File: config.mk
export PLATFORM = sky130hd
export DESIGN_NAME = oes_top
export DESIGN_NICKNAME = d
export VERILOG_FILES = /design/src/oes_pkg.sv /design/src/oes_sync.sv /design/src/oes_fault_det.sv /design/src/oes_top.sv
export VERILOG_INCLUDE_DIRS = /design/src
export SDC_FILE = /design/constraint.sdc
export NUM_CORES = 1
export LEC_CHECK = 0
export BUFFER_PORTS_ARGS = -buffer_cell sky130_fd_sc_hd__buf_4
export CAP_MARGIN = 20
export CORE_MARGIN = 1.5
export CORE_UTILIZATION = 50
export CTS_CLUSTER_DIAMETER = 30
export DETAILED_ROUTE_END_ITERATION = 8
export PLACE_DENSITY = 0.81
export RECOVER_POWER = 50
export SLEW_MARGIN = 20
export SYNTH_ARGS = -nofsm -noshare
export SYNTH_HDL_FRONTEND = slang
export SYNTH_SLANG_ARGS = --single-unit
File: constraint.sdc
create_clock -name mclk -period 3.2 [get_ports mclk]
set_clock_uncertainty 0.05 [all_clocks]
set_input_delay 0.8 -clock mclk [delete_from_list [all_inputs] [get_ports mclk]]
set_output_delay 0.8 -clock mclk [all_outputs]
set_load 0.01 [all_outputs]
File: src/oes_cfg.svh
// Purpose: Register offsets, field positions and counts of the output stop unit
// Assumes: 16-bit register data, 3-bit register index
// Notes:   Definitions only
`ifndef OES_CFG_SVH
`define OES_CFG_SVH

// ----------------------------------------------------------------
// Register offsets
// ----------------------------------------------------------------
`define OES_ADDR_W          3
`define OES_DATA_W          16
`define OES_OFS_FAULT_A     3'h0
`define OES_OFS_FAULT_B     3'h1
`define OES_OFS_FAULT_C     3'h2
`define OES_OFS_OSC         3'h3
`define OES_OFS_OVL_ONE     3'h4
`define OES_OFS_OVL_TWO     3'h5
`define OES_OFS_IRQ_STAT    3'h6
`define OES_OFS_IRQ_MASK    3'h7

// ----------------------------------------------------------------
// Field positions
// ----------------------------------------------------------------
`define OES_MODE_MSB        3
`define OES_MODE_LSB        0
`define OES_BASIC_MODE_MSB  1
`define OES_CNT_MSB         7
`define OES_CNT_LSB         4
`define OES_EN_BIT          9
`define OES_FLAG_BIT        15
`define OES_EVT_W           6
`define OES_NUM_FAULT       3

// ----------------------------------------------------------------
// Sampling
// ----------------------------------------------------------------
`define OES_PRESC_W         7
`define OES_RUN_W           5
`define OES_CNT_SEL_4       4'h0
`define OES_CNT_SEL_8       4'h1
`define OES_RUN_4           5'h04
`define OES_RUN_8           5'h08
`define OES_RUN_16          5'h10
`define OES_PRESC_STEP      7'h01

// ----------------------------------------------------------------
// Reset values
// ----------------------------------------------------------------
`define OES_PIN_OUT_RST     4'h0
`define OES_PIN_OE_RST      4'h0
`define OES_PIN_STOP_LVL    4'h0
`define OES_PIN_ALL_ON      4'hF

`endif

File: src/oes_pkg.sv
// Purpose: Types and shared decoding of the output stop unit
// Assumes: oes_cfg.svh on the include path
// Notes:   Basic 2-bit mode codes coincide with the low extended codes
`include "oes_cfg.svh"

package oes_pkg;

    typedef enum logic [3:0]
    {
        OES_EDGE   = 4'h0,
        OES_DIV8   = 4'h1,
        OES_DIV16  = 4'h2,
        OES_DIV128 = 4'h3,
        OES_DIV1   = 4'h4,
        OES_DIV2   = 4'h5,
        OES_DIV4   = 4'h6
    } oes_mode_type;

    // Sample strobe of the selected divided clock
    function automatic logic oes_tick(input logic [3:0] mode,
                                      input logic [`OES_PRESC_W-1:0] presc);
        logic t;
        t = 1'b0;
        case (mode)
            OES_DIV1:   t = 1'b1;
            OES_DIV2:   t = presc[0];
            OES_DIV4:   t = &presc[1:0];
            OES_DIV8:   t = &presc[2:0];
            OES_DIV16:  t = &presc[3:0];
            OES_DIV128: t = &presc;
            default:    t = 1'b0;
        endcase
        return t;
    endfunction : oes_tick

    // Consecutive low samples needed for acceptance
    function automatic logic [`OES_RUN_W-1:0] oes_target(input logic extended,
                                                          input logic [3:0] cnt);
        logic [`OES_RUN_W-1:0] r;
        r = `OES_RUN_16;
        if (extended)
        begin
            case (cnt)
                `OES_CNT_SEL_4: r = `OES_RUN_4;
                `OES_CNT_SEL_8: r = `OES_RUN_8;
                default:        r = `OES_RUN_16;
            endcase
        end
        return r;
    endfunction : oes_target

endpackage : oes_pkg

File: src/oes_sync.sv
// Purpose: Three-stage synchroniser with agreement filter for a pin input
// Assumes: Input asynchronous to mclk
// Notes:   Output follows only when stages two and three agree
`timescale 1ns/1ps

module oes_sync
(
    input  wire logic mclk,
    input  wire logic reset,
    input  wire logic pin_raw,
    input  wire logic rst_level,
    output logic      pin_clean
);

    typedef struct packed
    {
        logic ff1;
        logic ff2;
        logic ff3;
        logic out;
    } oes_sync_state_type;

    oes_sync_state_type s;
    oes_sync_state_type next_s;

    always_comb
    begin
        next_s     = s;
        next_s.ff1 = pin_raw;
        next_s.ff2 = s.ff1;
        next_s.ff3 = s.ff2;
        if (s.ff2 == s.ff3)
        begin
            next_s.out = s.ff3;
        end
    end

    always_ff @(posedge mclk)
    begin
        if (reset)
        begin
            // Idle level is a constant tie, not a sampled pin
            s <= {4{rst_level}};
        end
        else
        begin
            s <= next_s;
        end
    end

    assign pin_clean = s.out;

endmodule : oes_sync

File: src/oes_fault_det.sv
// Purpose: Falling-edge or consecutive-low detector of one fault input
// Assumes: level_n already synchronised; presc free-running shared counter
// Notes:   accept is a one-cycle pulse
`timescale 1ns/1ps
`include "oes_cfg.svh"

module oes_fault_det
#(
    parameter bit EXTENDED = 1'b1
)
(
    input  wire logic                    mclk,
    input  wire logic                    reset,
    input  wire logic                    level_n,
    input  wire logic [3:0]              mode,
    input  wire logic [3:0]              count_sel,
    input  wire logic [`OES_PRESC_W-1:0] presc,
    output logic                         accept
);

    typedef struct packed
    {
        logic                  prev;
        logic [`OES_RUN_W-1:0] run;
        logic                  acc;
    } oes_det_state_type;

    oes_det_state_type s;
    oes_det_state_type next_s;
    logic [`OES_RUN_W-1:0] target;

    always_comb
    begin
        next_s      = s;
        target      = oes_pkg::oes_target(EXTENDED, count_sel);
        next_s.prev = level_n;
        next_s.acc  = 1'b0;
        if (mode == oes_pkg::OES_EDGE)
        begin
            next_s.run = '0;
            next_s.acc = s.prev & ~level_n;
        end
        else if (oes_pkg::oes_tick(mode, presc))
        begin
            if (level_n)
            begin
                // A single high sample restarts the run
                next_s.run = '0;
            end
            else if (s.run < target)
            begin
                next_s.run = s.run + `OES_RUN_W'(1);
                next_s.acc = (s.run + `OES_RUN_W'(1)) == target;
            end
        end
    end

    always_ff @(posedge mclk)
    begin
        if (reset)
        begin
            s <= '{prev: 1'b1, run: '0, acc: 1'b0};
        end
        else
        begin
            s <= next_s;
        end
    end

    assign accept = s.acc;

endmodule : oes_fault_det

File: src/oes_top.sv
// Purpose: Emergency output stop unit for complementary PWM outputs
// Assumes: mclk at 100 MHz; PWM outputs active high; pin pairs 0/1 and 2/3
// Notes:   EXTENDED=1 stops pins at low level, EXTENDED=0 floats them
//
// Overview of operation
// In the extended variant, mode 0000 accepts a request on a falling edge of the fault input.
// Extended modes 0001, 0010, 0011 sample at clock/8, /16, /128 and accept on a low run.
// Extended modes 0100, 0101, 0110 sample at clock/1, /2, /4 with the same acceptance.
// Software writes only listed mode codes; other codes behave undefined.
// Extended variant has a 4-bit sample count field per fault input setting the run length.
// Basic variant mode 00 is edge; 01, 10, 11 sample at clock/8, /16, /128.
// Basic variant level modes need sixteen consecutive low samples.
// Each fault input has a flag that reads 1 once its request has been accepted.
// Basic variant places the controlled pins in high impedance when stopped.
// With the oscillation stop enable set, a detected oscillation stop stops all pins.
// The oscillation stop flag reads 1 when a stop request came from oscillation stop.
// Each complementary pair has an enable that stops pins when both sides are active.
// Extended sample count choices are 4, 8 or 16 samples.
// Any accepted fault request stops all controlled pins.
// Input sampling and output comparison results raise interrupts.
// Flags clear only by writing 0 after reading 1; the stop holds while any flag is set (osc and overlap flags hold it only while enabled).
//
// Implementation choices: the register offsets and the address-and-strobe port.
`timescale 1ns/1ps
`include "oes_cfg.svh"

module oes_top
#(
    parameter bit EXTENDED = 1'b1
)
(
    input  wire logic                   mclk,
    input  wire logic                   reset,
    input  wire logic [`OES_ADDR_W-1:0] reg_addr,
    input  wire logic [`OES_DATA_W-1:0] reg_wdata,
    input  wire logic                   reg_wr,
    input  wire logic                   reg_rd,
    output logic      [`OES_DATA_W-1:0] reg_rdata,
    input  wire logic                   fault_in_a_n,
    input  wire logic                   fault_in_b_n,
    input  wire logic                   fault_in_c_n,
    input  wire logic                   osc_stop_det,
    input  wire logic [3:0]             pwm_in,
    output logic      [3:0]             pin_out,
    output logic      [3:0]             pin_oe,
    output logic                        stop_active,
    output logic                        irq
);

    // ----------------------------------------------------------------
    // Elaboration check
    // ----------------------------------------------------------------
    if (EXTENDED !== 1'b1 && EXTENDED !== 1'b0)
    begin : g_bad_param
        $error("EXTENDED must be 0 or 1");
    end

    // ----------------------------------------------------------------
    // State
    // ----------------------------------------------------------------
    typedef struct packed
    {
        logic [`OES_NUM_FAULT-1:0][3:0] mode;
        logic [`OES_NUM_FAULT-1:0][3:0] cnt;
        logic [2:0]                     en;
        logic [`OES_EVT_W-1:0]          flag;
        logic [`OES_EVT_W-1:0]          armed;
        logic [`OES_EVT_W-1:0]          irq_stat;
        logic [`OES_EVT_W-1:0]          irq_mask;
        logic [`OES_PRESC_W-1:0]        presc;
        logic [`OES_DATA_W-1:0]         rdata;
        logic [3:0]                     pin_out;
        logic [3:0]                     pin_oe;
    } oes_top_state_type;

    oes_top_state_type s;
    oes_top_state_type next_s;

    logic [3:0]                raw_in;
    logic [3:0]                clean_in;
    logic [`OES_NUM_FAULT-1:0] accept;
    logic [`OES_EVT_W-1:0]     ev;
    logic                      stop;

    // ----------------------------------------------------------------
    // Input synchronisers and fault detectors
    // ----------------------------------------------------------------
    assign raw_in = {osc_stop_det, fault_in_c_n, fault_in_b_n, fault_in_a_n};

    for (genvar g = 0; g < 4; g++)
    begin : g_sync
        oes_sync u_sync
        (
            .mclk      (mclk),
            .reset     (reset),
            .pin_raw   (raw_in[g]),
            .rst_level (g < 3),
            .pin_clean (clean_in[g])
        );
    end

    for (genvar g = 0; g < `OES_NUM_FAULT; g++)
    begin : g_det
        oes_fault_det #(.EXTENDED(EXTENDED)) u_det
        (
            .mclk      (mclk),
            .reset     (reset),
            .level_n   (clean_in[g]),
            .mode      (s.mode[g]),
            .count_sel (s.cnt[g]),
            .presc     (s.presc),
            .accept    (accept[g])
        );
    end

    // ----------------------------------------------------------------
    // Stop sources
    // ----------------------------------------------------------------
    assign ev[2:0] = accept;
    assign ev[3]   = clean_in[3] & s.en[0];
    assign ev[4]   = pwm_in[0] & pwm_in[1] & s.en[1];
    assign ev[5]   = pwm_in[2] & pwm_in[3] & s.en[2];

    // Enabled flags keep the stop; a disabled source releases it
    assign stop = (|s.flag[2:0]) | (|(s.flag[5:3] & s.en));

    // ----------------------------------------------------------------
    // Next state
    // ----------------------------------------------------------------
    always_comb
    begin
        logic [`OES_ADDR_W-1:0] idx;
        logic [`OES_DATA_W-1:0] v;
        idx    = reg_addr;
        v      = '0;
        next_s = s;

        next_s.presc = `OES_PRESC_W'(s.presc + `OES_PRESC_STEP);

        // Read view
        if (idx < `OES_OFS_IRQ_STAT)
        begin
            v[`OES_FLAG_BIT] = s.flag[idx];
            if (idx < `OES_OFS_OSC)
            begin
                v[`OES_MODE_MSB:`OES_MODE_LSB] = s.mode[idx];
                v[`OES_CNT_MSB:`OES_CNT_LSB]   = s.cnt[idx];
            end
            else
            begin
                v[`OES_EN_BIT] = s.en[2'(idx - `OES_OFS_OSC)];
            end
        end
        else if (idx == `OES_OFS_IRQ_STAT)
        begin
            v[`OES_EVT_W-1:0] = s.irq_stat;
        end
        else
        begin
            v[`OES_EVT_W-1:0] = s.irq_mask;
        end

        if (reg_rd)
        begin
            next_s.rdata = v;
            if (idx < `OES_OFS_IRQ_STAT && s.flag[idx])
            begin
                next_s.armed[idx] = 1'b1;
            end
            if (idx == `OES_OFS_IRQ_STAT)
            begin
                next_s.irq_stat = '0;
            end
        end

        if (reg_wr)
        begin
            if (idx < `OES_OFS_IRQ_STAT)
            begin
                if (!reg_wdata[`OES_FLAG_BIT] && s.armed[idx])
                begin
                    next_s.flag[idx]  = 1'b0;
                    next_s.armed[idx] = 1'b0;
                end
                if (idx < `OES_OFS_OSC)
                begin
                    // Basic variant keeps only two mode bits and no count field
                    next_s.mode[idx] = EXTENDED ? reg_wdata[`OES_MODE_MSB:`OES_MODE_LSB]
                                     : {2'b00, reg_wdata[`OES_BASIC_MODE_MSB:`OES_MODE_LSB]};
                    next_s.cnt[idx]  = EXTENDED ? reg_wdata[`OES_CNT_MSB:`OES_CNT_LSB]
                                     : 4'h0;
                end
                else
                begin
                    next_s.en[2'(idx - `OES_OFS_OSC)] = reg_wdata[`OES_EN_BIT];
                end
            end
            else if (idx == `OES_OFS_IRQ_MASK)
            begin
                next_s.irq_mask = reg_wdata[`OES_EVT_W-1:0];
            end
        end

        // Hardware set wins over any clear in the same cycle
        next_s.irq_stat = next_s.irq_stat | (ev & ~s.flag);
        next_s.flag     = next_s.flag | ev;

        // Pins: extended drives the stopped level, basic floats
        if (stop)
        begin
            next_s.pin_out = `OES_PIN_STOP_LVL;
            next_s.pin_oe  = EXTENDED ? `OES_PIN_ALL_ON : `OES_PIN_OE_RST;
        end
        else
        begin
            next_s.pin_out = pwm_in;
            next_s.pin_oe  = `OES_PIN_ALL_ON;
        end
    end

    always_ff @(posedge mclk)
    begin
        if (reset)
        begin
            s <= '0;
        end
        else
        begin
            s <= next_s;
        end
    end

    // ----------------------------------------------------------------
    // Outputs
    // ----------------------------------------------------------------
    assign reg_rdata   = s.rdata;
    assign pin_out     = s.pin_out;
    assign pin_oe      = s.pin_oe;
    assign stop_active = stop;
    assign irq         = |(s.irq_stat & s.irq_mask);

endmodule : oes_top

==> results of run 1 <==
-- path summary, 6_finish.rpt --
path	start	to	slack [ns]	depth (start not counted)
worst min register to register	g_sync[0].u_sync.next_s[2]	g_sync[0].u_sync.next_s[1]	0.37	1
worst max register to register	s[58]	g_det[0].u_det.s[2]	0.41	6
worst min-delay path	g_sync[0].u_sync.next_s[2]	g_sync[0].u_sync.next_s[1]	0.37	1
worst max-delay path	reset	s[42]	0.31	4
-- layer usage --
metal  wire length (um)  track usage, %
met3                626            5.61
met5                  0               0
met1               5730            27.8
met2               5880            35.0
met4                216            7.99
-- through the flow --
stage	area [um2]	util, %
after floorplan	5580	-
after global placement	5820	53.7
after detailed placement	5820	53.7
after CTS	6000	55.3
after global routing	5930	54.7
final	5930	54.7
-- report_power, final --
group | switching [uW] | leakage [uW] | total (uW) | internal (uW)
sequential | 17.3 | 0.000892 | 1410 | 1390
clock | 483 | 0.0000866 | 795 | 312
combinational | 117 | 0.00139 | 191 | 73.8
-- kinds of logic (layout without fill, tap and decap cells) --
logic type,count (synthesis),count (layout)
AO/OA/AOI/OAI,122,122
adder cells (fa/ha/maj),18,18
AND/OR/NAND/NOR,215,215
multiplexers,55,55
XOR/XNOR,12,12
other,1,6
flip-flops,110,110
buffers and inverters,76,86
-- state kept, by name, summed over array words and instances (netlist names) --
name,cells
g_sync.u_sync.pin_clean,4
pin_oe,1
g_det.u_det.s,18
g_sync.u_sync.s,4
reg_rdata,10
pin_out,4
g_det.u_det.accept,3
s,58
g_sync.u_sync.next_s,8
-- worst max-delay path, stage by stage --
cell	delay (ns)
clkbuf_1	0.87
clkinv_1	0.77
and4_1	0.49
a22o_1	0.18
-- layout by cell type (no fill, tap or decap), types with 10 or more instances in the layout --
cell | Yosys | layout
a21oi_1 | 20 | 20
ha_1 | 18 | 18
clkbuf_1 | 23 | 20
clkbuf_8 | 0 | 10
o21ai_0 | 24 | 24
or2_2 | 12 | 12
nor2b_1 | 15 | 15
mux2_2 | 10 | 10
buf_4 | 25 | 30
inv_1 | 20 | 20
nand2_1 | 31 | 31
mux2i_1 | 45 | 45
nor2_1 | 64 | 64
dfxtp_1 | 110 | 110
nand3_1 | 27 | 27
-- final cells by class --
| cell class | instances | area share (%) |
|---|---|---|
| sequential | 110 | 37.1 |
| timing repair buffer | 49 | 5.00 |
| inverter | 21 | 1.33 |
| clock buffer | 11 | 2.38 |
| clock inverter | 5 | 0.696 |
| tap | 140 | 2.95 |
| multi-input combinational | 428 | 50.5 |
==> run_results.csv, run 1 <==
group,metric,value,unit
status,outcome,"finished, final reports clean",
layout,diodes,0,
floorplan,die_w,108,um
timing,final.setup.tns,0,ns
layout,fillers,961,
grt,first_global_vias,4168,
worst_setup_path,worstSetupEndpointType,"register",
yosys,synth_compound_area_share,16.9,%
routing,drc_errors,0,
routing,routedWlPerCell,16.3,um
routing,drtAntennaViolNets,0,
yosys,synthXorXnorAreaFrac,1.89,%
timing,period_needed,2.89,ns
pwr,p_per_area,404,nW/um2
job,drv_cap,0,
yosys,ys_async_sr_fraction,0,%
timing,finalSetupViolCount,0,
grt,grt_max_degree,56,
timing,relSlewSlack,18.8,%
yosys,ys_ff_latch,110,
placement,dp.cells,748,
timing,hold_viol,0,
floorplan,core,10800,um2
timing,post-route-period-util,90.3,%
timing,slew_viol_final,0,
pwr,total_power,2390,uW
cts,cts_setup_buffers,0,
floorplan,io_pins,57,
cts,cts_tree,"done",
yosys,ys_seq_area_share,39.6,%
layout,multiInputGateArea,2990,um2
yosys,synth_common_cells,"dfxtp_1, nor2_1, mux2i_1, nand2_1, nand3_1",
pwr,leakage,0.00237,uW
cts,cts_resized,0,
layout,nets,668,
timing,hold_ws,0.365,ns
cts,clk_path_buf_depth,2,
yosys,yosysWarnings,0,
timing,setup_slack,0.311,ns
layout,layout-drive-gt1-share,13.5,%
routing,drt_iter0_markers,397,
timing,max_freq,346,MHz
yosys,synthTopCellsByArea,"dfxtp_1, mux2i_1, nor2_1, ha_1, buf_4",
routing,routed_wl,12500,um
layout,fin_cells,764,
cts,worstSkewPairLatency,0.39,ns
yosys,yosysTopAreaCell,"dfxtp_1",
cts,postCtsHoldBufs,0,
cts,root_buffer,"clkbuf_8",
cts,cts_max_level,3,
worst_setup_path,worstPathMaxFanout,29,
yosys,synth_top_family_by_area,"simple AND/OR/NAND/NOR gates",
placement,place_ws,0.485,ns
worst_setup_path,start_kind,"input pin",
floorplan,start_util,51.3,%
yosys,synthMostInstantiatedCell,"dfxtp_1",
placement,port_buffers,44,
floorplan,die_area,11800,um2
cts,clk_pin_slew,0.11,ns
routing,vias,4493,
yosys,synthAdderAreaFrac,4.05,%
grt,antenna_found_initial,0,
yosys,synth-simple-area-share,20.5,%
worst_setup_path,arrival,3.13,ns
cts,numCtsBuffers,9,
yosys,synth_mux_area_share,10.1,%
routing,dr.pass1.iters,7,
placement,dpl.hpwl,8860,um
floorplan,die_height,108,um
grt,grt_use_total,21.7,%
min_path,min_path_type,"register to register",
yosys,synth_top_area_share,39.6,%
grt,grt-ovfl-total,0,
cts,cts_sinks,110,
yosys,synthCells,609,
placement,gp_congestion,0.871,
timing,rsz0062_at_grt,"false",
yosys,yosysUniqueCellTypes,69,
layout,seq_area,2200,um2
grt,grt_pass1_wl,20000,um
worst_setup_path,critPathKind,"input pin to register",
yosys,synth_edf_count,0,
floorplan,rows,38,
pwr,peakVddDrop,0.000303,V
timing,tightest_slew,1.22,ns
yosys,ys.flop_type,"dfxtp_1",
yosys,syn_area_per_cell,9.13,um2
yosys,syn_area,5560,um2
layout,syn_to_final_growth,6.62,%
worst_setup_path,critPathRequiredTime,3.44,ns
routing,avgViaCountPerCell,5.88,
Power figures use the tool's default switching activity.
==> inputs of run 2 (changes only) <==
--- a/config.mk
+++ b/config.mk
@@ -9,10 +9,10 @@
 export BUFFER_PORTS_ARGS = -buffer_cell sky130_fd_sc_hd__buf_4
 export CAP_MARGIN = 20
 export CORE_MARGIN = 1.5
-export CORE_UTILIZATION = 50
+export CORE_UTILIZATION = 59
 export CTS_CLUSTER_DIAMETER = 30
 export DETAILED_ROUTE_END_ITERATION = 8
-export PLACE_DENSITY = 0.81
+export PLACE_DENSITY = 0.92
 export RECOVER_POWER = 50
 export SLEW_MARGIN = 20
 export SYNTH_ARGS = -nofsm -noshare
==> run 2 against run 1 <==
  * The flow now finishes with violations (max-capacitance violations, max-slew violations)
  * Count of clock-buffer cells in the layout shrank 1
  * First-iteration DRC count shrank 13%
  * Power grew 2.2%
  * Largest power group unchanged
==> run_results.csv, run 2 (synthesis results as in run 1) <==
group,metric,value,unit
layout,layout_commonest_cell,"dfxtp_1",
worst_setup_path,worstSetupEndpointType,"register",
grt,antenna_found_initial,0,
timing,final.setup.tns,0,ns
routing,dr.pass1.iters,7,
placement,port_buffers,44,
layout,syn_to_final_growth,6.32,%
layout,largest_reg_flops,58,
floorplan,die_area,10000,um2
routing,drt_iter0_markers,344,
floorplan,rows,35,
layout,nets,669,
cts,cts_sinks,110,
status,violations,"max-capacitance violations, max-slew violations",
grt,use_met3,5.71,%
cts,clk_path_buf_depth,2,
placement,place_ws,0.420,ns
grt,grt_pass1_wl,20900,um
cts,worstSkewPairLatency,0.38,ns
routing,avgViaCountPerCell,6.32,
worst_setup_path,arrival,3.06,ns
placement,gp_congestion,0.902,
layout,fillers,721,
timing,max_freq,354,MHz
worst_setup_path,worstPathMaxFanout,8,
layout,seq_area,2200,um2
placement,place_area,5790,um2
timing,setup_slack,0.378,ns
status,outcome,"finished, violations left",
cts,cts_resized,0,
routing,drc_errors,0,
grt,use_met2,44.1,%
routing,routed_wl,12700,um
routing,routedWlPerCell,17.2,um
layout,diodes,0,
layout,layout-drive-gt1-share,13.6,%
cts,root_buffer,"clkbuf_8",
grt,grt_max_degree,41,
placement,dp.cells,720,
timing,rsz0062_at_grt,"false",
floorplan,io_pins,57,
grt,grt_use_total,26.1,%
grt,grt-ovfl-total,0,
worst_setup_path,critPathRequiredTime,3.44,ns
cts,numCtsBuffers,9,
grt,grt_busiest_layer,"met2",
layout,layout_common_cells,"dfxtp_1, nor2_1, mux2i_1",
floorplan,core,9200,um2
timing,hold_viol,0,
layout,final_util,64.3,%
timing,period_needed,2.82,ns
cts,cts_setup_buffers,0,
timing,slew_viol_final,41,
timing,post-route-period-util,88.2,%
cts,clk_pin_slew,0.09,ns
pwr,switching_share,25.0,%
pwr,peakVddDrop,0.000209,V
floorplan,die_w,100,um
pwr,p_seq_share,57.6,%
floorplan,start_util,60.5,%
grt,met1_usage,33.1,%
pwr,clkPwrFrac,34.5,%
worst_setup_path,start_kind,"register",
pwr,p_per_area,414,nW/um2
timing,tightest_slew,1.74,ns
placement,dpl.hpwl,9070,um
pwr,p_comb_share,8.0,%
job,drv_cap,1,
layout,fin_cells,736,
timing,relSlewSlack,-16.2,%
grt,first_global_vias,4377,
worst_setup_path,critPathKind,"register to register",
cts,cts_max_level,3,
cts,cts_tree,"done",
routing,drtAntennaViolNets,0,
layout,regMostFlops,"s",
layout,stdcell_area,5910,um2
min_path,min_path_type,"register to register",
cts,postCtsHoldBufs,0,
floorplan,die_height,100,um
routing,vias,4652,
pwr,intPower,1830,uW
pwr,leakage,0.00238,uW
timing,finalSetupViolCount,0,
pwr,p_switching,612,uW
layout,multiInputGateArea,2990,um2
-- run 2: cell count changes in the layout (fill, tap and decap cells not counted), sizes merged --
| cell | change |
|---|---|
| clkinv | +3 |
| bufinv | +1 |
| clkinvlp | -2 |
| inv | -1 |
-- run 2: final timing paths --
path | from | end | slack [ns] | cells after the start
worst min-delay path | g_sync[0].u_sync.next_s[2] | g_sync[0].u_sync.next_s[1] | 0.37 | 1
worst max register to register | s[58] | g_det[0].u_det.s[2] | 0.38 | 6
worst min register to register | g_sync[0].u_sync.next_s[2] | g_sync[0].u_sync.next_s[1] | 0.37 | 1
worst max-delay path | s[58] | g_det[0].u_det.s[2] | 0.38 | 6
-- run 2: critical path, stage by stage (launching register included) --
cell and delay [ns]:
dfxtp_1 0.50, or4b_2 0.69, ha_1 0.24, nor4_1 0.26, a2bb2oi_1 0.23, or4b_1 0.55, a31oi_1 0.22
-- run 2: area by class of cell --
class / instances / share of cell area, %
timing repair buffer: 50 / 5.10
clock buffer: 10 / 2.16
multi-input combinational: 428 / 50.6
sequential: 110 / 37.2
inverter: 21 / 1.33
tap: 111 / 2.35
clock inverter: 6 / 1.19
-- run 2: per-layer routing --
metal	up-vias	share of wire, %
met2	213	48
met5	-	0
li1	2194	-
met3	29	7.1
met4	0	1.8
met1	2216	43
-- run 2: power groups by stage --
stage	logic [uW]	clock network (uW)	registers, uW
after floorplan	139	0	1430
after global placement	188	0	1440
after detailed placement	196	0	1440
after CTS	197	847	1410
final	194	843	1410
after global routing	210	906	1410
-- run 2: stage by stage --
stage,hold slack [ns],power (uW)
2_1_floorplan,0.339,1570
3_3_place_gp,0.342,1630
3_5_place_dp,0.347,1640
4_1_cts,0.371,2450
5_1_grt,0.395,2530
6_report,0.367,2450
